<file path="src/core/lvd_pkg.sv">
package lvd_pkg;

    // Register addresses
    localparam logic [15:0] CTRL_ADDR      = 16'hffbe;
    localparam logic [15:0] LEVEL_ADDR     = 16'hffbf;
    localparam logic [15:0] DIR12_ADDR     = 16'hff2c;
    localparam logic [15:0] IRQ_ADDR       = 16'hffe0;
    localparam logic [15:0] CAUSE_ADDR     = 16'hfff8;

    // Reset values
    localparam logic [7:0]  CTRL_RST       = 8'h00;
    localparam logic [7:0]  LEVEL_RST      = 8'h00;
    localparam logic [7:0]  DIR12_RST      = 8'hff;
    localparam logic [7:0]  DIR12_FIXED    = 8'hf8;

    // Control register field positions
    localparam int          EN_BIT         = 7;
    localparam int          SRC_BIT        = 2;
    localparam int          MODE_BIT       = 1;
    localparam int          FLAG_BIT       = 0;

    // Irq control register (own): bit 0 pending, bit 1 mask
    localparam int          PEND_BIT       = 0;
    localparam int          MASK_BIT       = 1;
    localparam int          CAUSE_BIT      = 0;
    localparam int          DIR_BITS       = 3;

    // Threshold choice encodings
    localparam logic        THR_HIGH       = 1'b0;
    localparam logic        THR_LOW        = 1'b1;

    // CPU register access
    typedef struct packed {
        logic        wr;
        logic        rd;
        logic [15:0] addr;
        logic [7:0]  wdata;
    } cpu_req_type;

    // Synchronised comparator results (1 = below threshold)
    typedef struct packed {
        logic supply_below;
        logic ext_below;
    } cmp_type;

endpackage : lvd_pkg

</file>
<file path="src/core/low_voltage_detect_ctrl.sv">
`timescale 1ns/1ps
module low_voltage_detect_ctrl (
    // Clock and reset
    input  wire logic        CLK_I,
    input  wire logic        RST_N_I,
    input  wire logic        DET_RST_I,
    // CPU register access
    input  wire logic        WR_I,
    input  wire logic        RD_I,
    input  wire logic [15:0] ADDR_I,
    input  wire logic [7:0]  WDATA_I,
    output logic      [7:0]  RDATA_O,
    // Analog comparator results, asynchronous, 1 = below
    input  wire logic        SUPPLY_BELOW_I,
    input  wire logic        EXT_BELOW_I,
    // Analog control
    output logic             CMP_EN_O,
    output logic             THRESHOLD_CHOICE_O,
    output logic             EXT_SEL_O,
    // Port 12 pin drivers
    input  wire logic [2:0]  PORT12_LATCH_I,
    output logic      [2:0]  PORT12_OE_O,
    output logic      [2:0]  PORT12_OUT_O,
    // Chip reset and interrupt
    output logic             DET_RESET_REQ_O,
    output logic             DETECTOR_IRQ_O,
    output logic             DETECTOR_IRQ_PENDING_O,
    output logic             DETECTOR_RESET_CAUSE_O
);
    lvd_pkg::cpu_req_type req;
    lvd_pkg::cmp_type     cmp_raw;
    lvd_pkg::cmp_type     cmp;
    logic       detector_enable_r;
    logic       source_select_r;
    logic       reset_mode_select_r;
    logic       threshold_choice_bit_r;
    logic [2:0] pin_direction_bits_r;
    logic       detector_irq_mask_r;
    logic       below_prev_r;
    logic       below_sel;
    logic       below_level_flag;
    logic       crossing;
    logic       disable_below;
    logic       irq_event;
    logic       ctrl_wr;
    logic       irq_wr;

    assign req     = '{wr: WR_I, rd: RD_I, addr: ADDR_I, wdata: WDATA_I};
    assign cmp_raw = '{supply_below: SUPPLY_BELOW_I, ext_below: EXT_BELOW_I};
    assign ctrl_wr = req.wr && (req.addr == lvd_pkg::CTRL_ADDR);
    assign irq_wr  = req.wr && (req.addr == lvd_pkg::IRQ_ADDR);

    // Comparators are asynchronous to the clock
    lvd_sync u_sync (
        .clk_i   (CLK_I),
        .rst_n_i (RST_N_I),
        .d_i     (cmp_raw),
        .q_o     (cmp)
    );

    // Selected comparison; external path ignores the level select
    assign below_sel        = source_select_r ? cmp.ext_below : cmp.supply_below;
    assign below_level_flag = detector_enable_r & below_sel;

    // Crossing in either direction while enabled in interrupt use
    assign crossing      = detector_enable_r && !reset_mode_select_r
                           && (below_level_flag != below_prev_r);
    // Turning off while below counts as a rising crossing
    assign disable_below = ctrl_wr && !req.wdata[lvd_pkg::EN_BIT] && detector_enable_r
                           && !reset_mode_select_r && below_level_flag;
    assign irq_event     = crossing || disable_below;

    // Control register: kept across detector reset only
    always_ff @(posedge CLK_I) begin
        if (!RST_N_I && !DET_RST_I) begin
            detector_enable_r   <= lvd_pkg::CTRL_RST[lvd_pkg::EN_BIT];
            source_select_r     <= lvd_pkg::CTRL_RST[lvd_pkg::SRC_BIT];
            reset_mode_select_r <= lvd_pkg::CTRL_RST[lvd_pkg::MODE_BIT];
        end else if (RST_N_I && ctrl_wr) begin
            detector_enable_r   <= req.wdata[lvd_pkg::EN_BIT];
            source_select_r     <= req.wdata[lvd_pkg::SRC_BIT];
            reset_mode_select_r <= req.wdata[lvd_pkg::MODE_BIT];
        end
    end

    // Level select: kept across detector reset only
    always_ff @(posedge CLK_I) begin
        if (!RST_N_I && !DET_RST_I) begin
            threshold_choice_bit_r <= lvd_pkg::LEVEL_RST[0];
        end else if (RST_N_I && req.wr && req.addr == lvd_pkg::LEVEL_ADDR) begin
            threshold_choice_bit_r <= req.wdata[0];
        end
    end

    // Port 12 direction, reset to all inputs on any reset
    always_ff @(posedge CLK_I) begin
        if (!RST_N_I) begin
            pin_direction_bits_r <= lvd_pkg::DIR12_RST[2:0];
        end else if (req.wr && req.addr == lvd_pkg::DIR12_ADDR) begin
            pin_direction_bits_r <= req.wdata[2:0];
        end
    end

    // Pin drivers: a 0 direction bit turns the driver on
    always_ff @(posedge CLK_I) begin
        if (!RST_N_I) begin
            PORT12_OE_O  <= 3'h0;
            PORT12_OUT_O <= 3'h0;
        end else begin
            PORT12_OE_O  <= ~pin_direction_bits_r;
            PORT12_OUT_O <= PORT12_LATCH_I;
        end
    end

    // Interrupt mask, masked after any reset
    always_ff @(posedge CLK_I) begin
        if (!RST_N_I) begin
            detector_irq_mask_r <= 1'b1;
        end else if (irq_wr) begin
            detector_irq_mask_r <= req.wdata[lvd_pkg::MASK_BIT];
        end
    end

    // Pending flag; a new event wins over a software clear
    always_ff @(posedge CLK_I) begin
        if (!RST_N_I) begin
            DETECTOR_IRQ_PENDING_O <= 1'b0;
        end else if (irq_event) begin
            DETECTOR_IRQ_PENDING_O <= 1'b1;
        end else if (irq_wr) begin
            DETECTOR_IRQ_PENDING_O <= req.wdata[lvd_pkg::PEND_BIT];
        end
    end

    // Edge history and one-cycle unmasked request
    always_ff @(posedge CLK_I) begin
        if (!RST_N_I) begin
            below_prev_r   <= 1'b0;
            DETECTOR_IRQ_O <= 1'b0;
        end else begin
            below_prev_r   <= below_level_flag;
            DETECTOR_IRQ_O <= irq_event && !detector_irq_mask_r;
        end
    end

    // Reset request is a level; it only follows the live compare,
    // so setting mode while above never fires
    always_ff @(posedge CLK_I) begin
        if (!RST_N_I && !DET_RST_I) begin
            DET_RESET_REQ_O <= 1'b0;
        end else begin
            DET_RESET_REQ_O <= reset_mode_select_r && below_level_flag;
        end
    end

    // Reset cause: set by detector reset, cleared by other resets or read
    always_ff @(posedge CLK_I) begin
        if (DET_RST_I) begin
            DETECTOR_RESET_CAUSE_O <= 1'b1;
        end else if (!RST_N_I) begin
            DETECTOR_RESET_CAUSE_O <= 1'b0;
        end else if (req.rd && req.addr == lvd_pkg::CAUSE_ADDR) begin
            DETECTOR_RESET_CAUSE_O <= 1'b0;
        end
    end

    // Analog controls
    always_ff @(posedge CLK_I) begin
        if (!RST_N_I && !DET_RST_I) begin
            CMP_EN_O           <= 1'b0;
            THRESHOLD_CHOICE_O <= lvd_pkg::THR_HIGH;
            EXT_SEL_O          <= 1'b0;
        end else begin
            CMP_EN_O           <= detector_enable_r;
            THRESHOLD_CHOICE_O <= threshold_choice_bit_r;
            EXT_SEL_O          <= source_select_r;
        end
    end

    // Registered read mux; unmapped reads return zero
    always_ff @(posedge CLK_I) begin
        if (!RST_N_I) begin
            RDATA_O <= 8'h00;
        end else if (req.rd) begin
            unique case (req.addr)
                lvd_pkg::CTRL_ADDR:  RDATA_O <= {detector_enable_r, 4'h0, source_select_r,
                                                 reset_mode_select_r, below_level_flag};
                lvd_pkg::LEVEL_ADDR: RDATA_O <= {7'h00, threshold_choice_bit_r};
                lvd_pkg::DIR12_ADDR: RDATA_O <= lvd_pkg::DIR12_FIXED
                                                | {5'h00, pin_direction_bits_r};
                lvd_pkg::IRQ_ADDR:   RDATA_O <= {6'h00, detector_irq_mask_r,
                                                 DETECTOR_IRQ_PENDING_O};
                lvd_pkg::CAUSE_ADDR: RDATA_O <= {7'h00, DETECTOR_RESET_CAUSE_O};
                default:             RDATA_O <= 8'h00;
            endcase
        end
    end
endmodule : low_voltage_detect_ctrl

</file>
<file path="src/core/lvd_sync.sv">
`timescale 1ns/1ps
// Two-stage synchroniser for the comparator outputs
module lvd_sync (
    input  wire logic            clk_i,
    input  wire logic            rst_n_i,
    input  wire lvd_pkg::cmp_type d_i,
    output lvd_pkg::cmp_type     q_o
);
    lvd_pkg::cmp_type meta_r;

    // First stage only feeds the second
    always_ff @(posedge clk_i) begin
        if (!rst_n_i) begin
            meta_r <= '0;
            q_o    <= '0;
        end else begin
            meta_r <= d_i;
            q_o    <= meta_r;
        end
    end
endmodule : lvd_sync

</file>
<file path="config.mk">
export PLATFORM = sky130hd
export DESIGN_NAME = low_voltage_detect_ctrl
export DESIGN_NICKNAME = d
export VERILOG_FILES = /design/src/core/lvd_pkg.sv /design/src/core/low_voltage_detect_ctrl.sv /design/src/core/lvd_sync.sv
export SDC_FILE = /design/constraint.sdc
export NUM_CORES = 1
export LEC_CHECK = 0
export BUFFER_PORTS_ARGS = -buffer_cell sky130_fd_sc_hd__buf_2
export CAP_MARGIN = 20
export CORE_MARGIN = 8
export CORE_UTILIZATION = 48
export CTS_BUF_LIST = sky130_fd_sc_hd__clkbuf_4 sky130_fd_sc_hd__clkbuf_8
export DETAILED_ROUTE_END_ITERATION = 10
export HOLD_SLACK_MARGIN = 0.03
export PLACE_DENSITY = 0.82
export SLEW_MARGIN = 15
export SYNTH_ARGS = -nofsm -noshare
export SYNTH_HDL_FRONTEND = slang
export SYNTH_SLANG_ARGS = --single-unit
</file>
<file path="constraint.sdc">
create_clock -name CLK_I -period 1.6 [get_ports CLK_I]
set_input_delay 0.32 -clock CLK_I [delete_from_list [all_inputs] [get_ports CLK_I]]
set_output_delay 0.32 -clock CLK_I [all_outputs]
set_load 0.1 [all_outputs]
</file>
Word level (Yosys, flattened, before mapping)
Index checks and enable logic that the tools add are counted.
- bitwise gates (word level): 2
- mux-type cells: 6
- eq/ne operators: 7
- reductions and logical operators: 23
- operator list (cell ; count):
    16-bit == test (second input constant) ; 5
    8-bit case mux with 5 select lines ; 1
    1-bit logical AND ; 16
    1-bit logical NOT ; 5
    1-bit two-way mux ; 5
    3-bit inverter ; 1
    2-bit by 1-bit inequality test with 1-bit output (second input constant) ; 1
    2-bit nonzero test ; 1
    1-bit bitwise AND ; 1
    1-bit logical OR ; 1
    1-bit inequality test ; 1
- bits of input ports: 34
- output and inout port bits: 21
- word-level logic and storage cells: 59
- register bits after elaboration: 34

Depth between registers and ports, before layout
- depth in word-level cells: 8
- depth in mapped cells: 6

Cells and area by module
From an unflattened synthesis, not the netlist that was laid out.
- cells, all modules: 130
- area, all modules: 1303.8 um^2
- by module, submodules not included (module ; seq. area each (um^2) ; instances ; area an instance (um^2) ; cells an instance):
    low_voltage_detect_ctrl ; 540.5 ; 1 ; 1198.6 ; 122
    lvd_sync ; 80.1 ; 1 ; 105.1 ; 8

Worst setup path before layout
Ideal clock, no wire load.
- path kind: register -> output
- start point: register RDATA_O[6] (netlist name)
- end point: output RDATA_O[4]
- setup slack: -129 ps
- data arrival time: 1409 ps
- path buffers: 1
- stages on the path, launching flop included: 2
- path through: dfxtp_1 > buf_4
- RTL lines (item ; line ; RTL):
    to (decl) ; low_voltage_detect_ctrl.sv:12 ; output logic [7:0] RDATA_O,

Final worst setup path
- start point: register DETECTOR_IRQ_PENDING_O
- end point: output DETECTOR_IRQ_PENDING_O
- RTL lines (item ; line ; RTL):
    from (decl) ; low_voltage_detect_ctrl.sv:27 ; output logic DETECTOR_IRQ_PENDING_O,
    from (signal assigned) ; low_voltage_detect_ctrl.sv:131 ; DETECTOR_IRQ_PENDING_O <= req.wdata[lvd_pkg::PEND_BIT];
No word-level cell between the ends.

==> results.md <==
- Routed vias: about 1100
- Worst Hold Slack: 0.181 ns
- Setup crit end kind: primary output
- Worst Tran Pin Value: slightly below 0.5 ns
- Avg Inst Size Synth: about 9.5 um^2
- Yosys top cell area share: 0.488
- R2r setup slk: roughly 0.15 ns
- Area growth syn-to-layout: 26.4%
- Register bit total from synthesis: 31
- Synth area leaders: dfxtp_1, nand2_1, nor2b_1, nand3_1, mux2_2
- Worst path cell trace: buf_2
- Layout cell share with drive strength beyond 1: 0.398
- Slew HR: 0.673
- Final Routed Wirelength: ~3.0 mm
- Die area: 0.00455 mm^2
- Port Buf Inserts: 50
- Worst R2R Start: source_select_r$_SDFFE_PP0P_
- Int Power: around 0.0011 W
- R2r worst-path depth: 5
- Setup Crit Path Kind: flop to primary output
- Starting DRT DRC Count: 26
- First-pass GRT wire length: around 5 mm
- # clock sinks: 31
- Max Buffers Root-to-Sink: 2
- Hold Path Origin: PORT12_LATCH_I[0]
- Switching share of total power: 0.272
- Setup TNS: 0 ns
- Largest stage delay on the critical path: approximately 0.44 ns
- Clock share of power: 0.350
- GP Congestion: ~0.87
- Grt total ovfl: 0
- Sequential fraction of the synthesis area: 0.488
- Worst min path class: input pin to flop
- Die X: slightly below 70 um
- DRC Markers: 0
- Worst path bufs/invs: 1
- Crit path to: DETECTOR_IRQ_PENDING_O
- # rows: 18
- Comb pwr share: 0.125
- LEAKAGE: 0.767 nW
- Reg2Reg Capture Point: DETECTOR_IRQ_PENDING_O$_SDFFE_PN0P_
- Final setup vio count: 0
- Grt met3 use: 0.0513
- Hold Buf Count CTS: 0
- I/O pins: between 50 and 60
- Fin crit period: 1.47 ns
- Max Fanout on Critical Path: 3
- DRT Pass-1 Iters: 4
- FFs w/ async S/R, synth: 0
- Startpoint types: flop
- Switch Pwr: approximately 0.00041 W
- P per Cell Area: between 900 and 1000 mW/mm^2
- Cell taking the most area after synthesis: dfxtp_1
- Total CTS buffers: 5
- Worst Setup SP: DETECTOR_IRQ_PENDING_O$_SDFFE_PN0P_
- Clock-pin slew on the worst setup and hold paths: about 0.1 ns
- Clk_skew: 0.00875 ns
- Post-Syn Area: 0.00127 mm^2
- Vias in the first global route: roughly 1200
- Final Cycle Share: 0.917
- WP depth: 1
- RSZ-0062 raised after global routing: false
- DP HPWL: between 2 and 2.5 mm
- CTS tree: done
- Post-Layout Cell Count: roughly 220
- Post-CTS setup buffer count: 0
- Antenna Cells: 0
- Synth Flop Type: dfxtp_1
- Vias/cell: around 5.3
- DP Cell Count: 208
- Distinct cells, synth: 35
- Status: complete, no violations
- Initial antenna violation count: 0
- Max Transition Viols Final: 0
- Core area: roughly 0.0025 mm^2
- CP max-delay cell: buf_2
- Hold Violations, Final: 0
- H-tree levels: 2
- WL/cell: around 14 um
- Root Buffer: clkbuf_4
- Maxcap violations: 0
- Die height: roughly 67 um
- M2 GR Usage: 0.224
- Nets: between 200 and 250
- Post-Syn Instances: around 130
- Synthesis Warnings: 0
- Met1 Use GR: 0.160
- GRT Max-Usage Layer: met2
- Arrival time of the worst setup path: ~1.2 ns
- Post-synth EDFFs: 0
- GRT Resource Usage Total: 0.141
- Reg power frac: 0.525
- Mapped Nets: between 150 and 200
- Required time of the critical path: 1.28 ns
- Largest net degree at the start of global routing: 17
- Fmax: 0.682 GHz
- Initial Utilization: 0.509
- Delay-heaviest family, CP: buffers and inverters
- Skew-Pair Late Insertion Delay: between 0.3 and 0.4 ns
- Peak supply drop: between 700 and 800 uV
- Antenna viol nets, final: 0
- Cts repair resizes: 0
-- cells in the mapped netlist, types with 2 or more instances --
library cell	count
a21oi_1	5
a31oi_1	2
and2_1	7
and3_1	4
and4_1	2
buf_2	3
buf_4	3
clkbuf_1	3
dfxtp_1	31
mux2_2	4
mux2i_1	2
nand2_1	17
nand3_1	11
nand4_1	3
nor2_1	4
nor2b_1	10
o21ai_0	5
-- cells in the final DEF (no fill, tap or decap) --
| cell | Yosys | routed |
|---|---|---|
| nand4_2 | 1 | 1 |
| and2_2 | 1 | 1 |
| or3b_1 | 1 | 1 |
| a31oi_1 | 2 | 2 |
| mux2_1 | 1 | 1 |
| mux2i_1 | 2 | 2 |
| nor3_2 | 1 | 1 |
| nand4_1 | 3 | 3 |
| mux2_2 | 4 | 4 |
| a31o_2 | 1 | 1 |
| dfxtp_1 | 31 | 30 |
| clkinvlp_4 | 0 | 1 |
| and2_1 | 7 | 7 |
| o21ai_0 | 5 | 5 |
| nor3_1 | 1 | 1 |
| nor2_1 | 4 | 4 |
| and4_1 | 2 | 2 |
| nor2b_1 | 10 | 10 |
| a41oi_1 | 1 | 1 |
| buf_4 | 3 | 3 |
| and4bb_2 | 1 | 1 |
| dfxtp_2 | 0 | 1 |
| nand3_2 | 1 | 1 |
| nor4b_1 | 1 | 1 |
| nor4b_4 | 1 | 1 |
| and3_1 | 4 | 4 |
| xor2_1 | 1 | 1 |
| nand2_1 | 17 | 17 |
| buf_2 | 3 | 50 |
| nand3_1 | 11 | 11 |
| clkbuf_4 | 0 | 5 |
| a21oi_1 | 5 | 5 |
| o211ai_1 | 1 | 1 |
| clkbuf_8 | 0 | 2 |
| and4_4 | 1 | 1 |
| inv_1 | 1 | 1 |
| nor3b_1 | 1 | 1 |
| nand3b_1 | 1 | 1 |
-- final cells by class --
cell class / count / area [um^2]
fill: 222 / 892
sequential: 31 / 622
multi-input combinational: 93 / 599
timing repair buffer: 53 / 273
clock buffer: 7 / 65.1
tap: 30 / 37.5
clock inverter: 1 / 7.51
inverter: 1 / 3.75
-- power by group through the flow --
stage | logic (W) | clock network, W | registers [W]
final | 0.000189 | 0.000528 | 0.000791
after global routing | 0.000202 | 0.000571 | 0.000793
after CTS | 0.000189 | 0.000532 | 0.000791
after detailed placement | 0.000189 | 0 | 0.000809
after global placement | 0.000184 | 0 | 0.000808
after floorplan | 0.0000470 | 0 | 0.000886
-- sequential cells by signal, summed over array words and instances, names as in the netlist --
name	cells
DETECTOR_IRQ_PENDING_O	1
detector_enable_r	1
PORT12_OE_O	3
pin_direction_bits_r	3
below_prev_r	1
EXT_SEL_O	1
DETECTOR_IRQ_O	1
u_sync.meta_r	2
PORT12_OUT_O	3
DET_RESET_REQ_O	1
THRESHOLD_CHOICE_O	1
reset_mode_select_r	1
source_select_r	1
u_sync.q_o	2
RDATA_O	5
threshold_choice_bit_r	1
CMP_EN_O	1
detector_irq_mask_r	1
DETECTOR_RESET_CAUSE_O	1
-- metal layers --
| layer | share of wire | wire length (um) |
|---|---|---|
| met1 | 0.44 | 1330 |
| met2 | 0.45 | 1370 |
| met3 | 0.089 | 269 |
| met4 | 0.020 | 62 |
| met5 | 0 | 0 |
-- cells by family after synthesis --
logic type,synth area share
xor gates and xnor gates,0.00688
DFF,0.488
and+or+nand+nor,0.335
AOI/OAI and AO/OA,0.0688
muxes,0.0600
buffers and inverters,0.0413
-- worst min path at each step --
stage	slack (ns)	endpoint	depth (start not counted)
2_1_floorplan	0.41	u_sync.q_o[0]$_SDFF_PN0_	1
6_report	0.18	PORT12_OUT_O[0]$_SDFF_PN0_	2
3_3_place_gp	0.42	u_sync.q_o[0]$_SDFF_PN0_	1
3_5_place_dp	0.43	u_sync.q_o[0]$_SDFF_PN0_	1
5_1_grt	0.18	PORT12_OUT_O[0]$_SDFF_PN0_	2
4_1_cts	0.18	PORT12_OUT_O[0]$_SDFF_PN0_	2
-- metrics by stage --
stage,utilization,total power [W],worst slack [ns],area (um^2)
2_1_floorplan,-,0.000933,0.152,1270
3_3_place_gp,0.614,0.000992,0.0555,1540
3_5_place_dp,0.614,0.000998,0.000254,1540
4_1_cts,0.643,0.00151,0.129,1610
5_1_grt,0.643,0.00157,0.0543,1610
6_report,0.643,0.00151,0.133,1610
No activity file was read; power rests on OpenSTA's default activity.
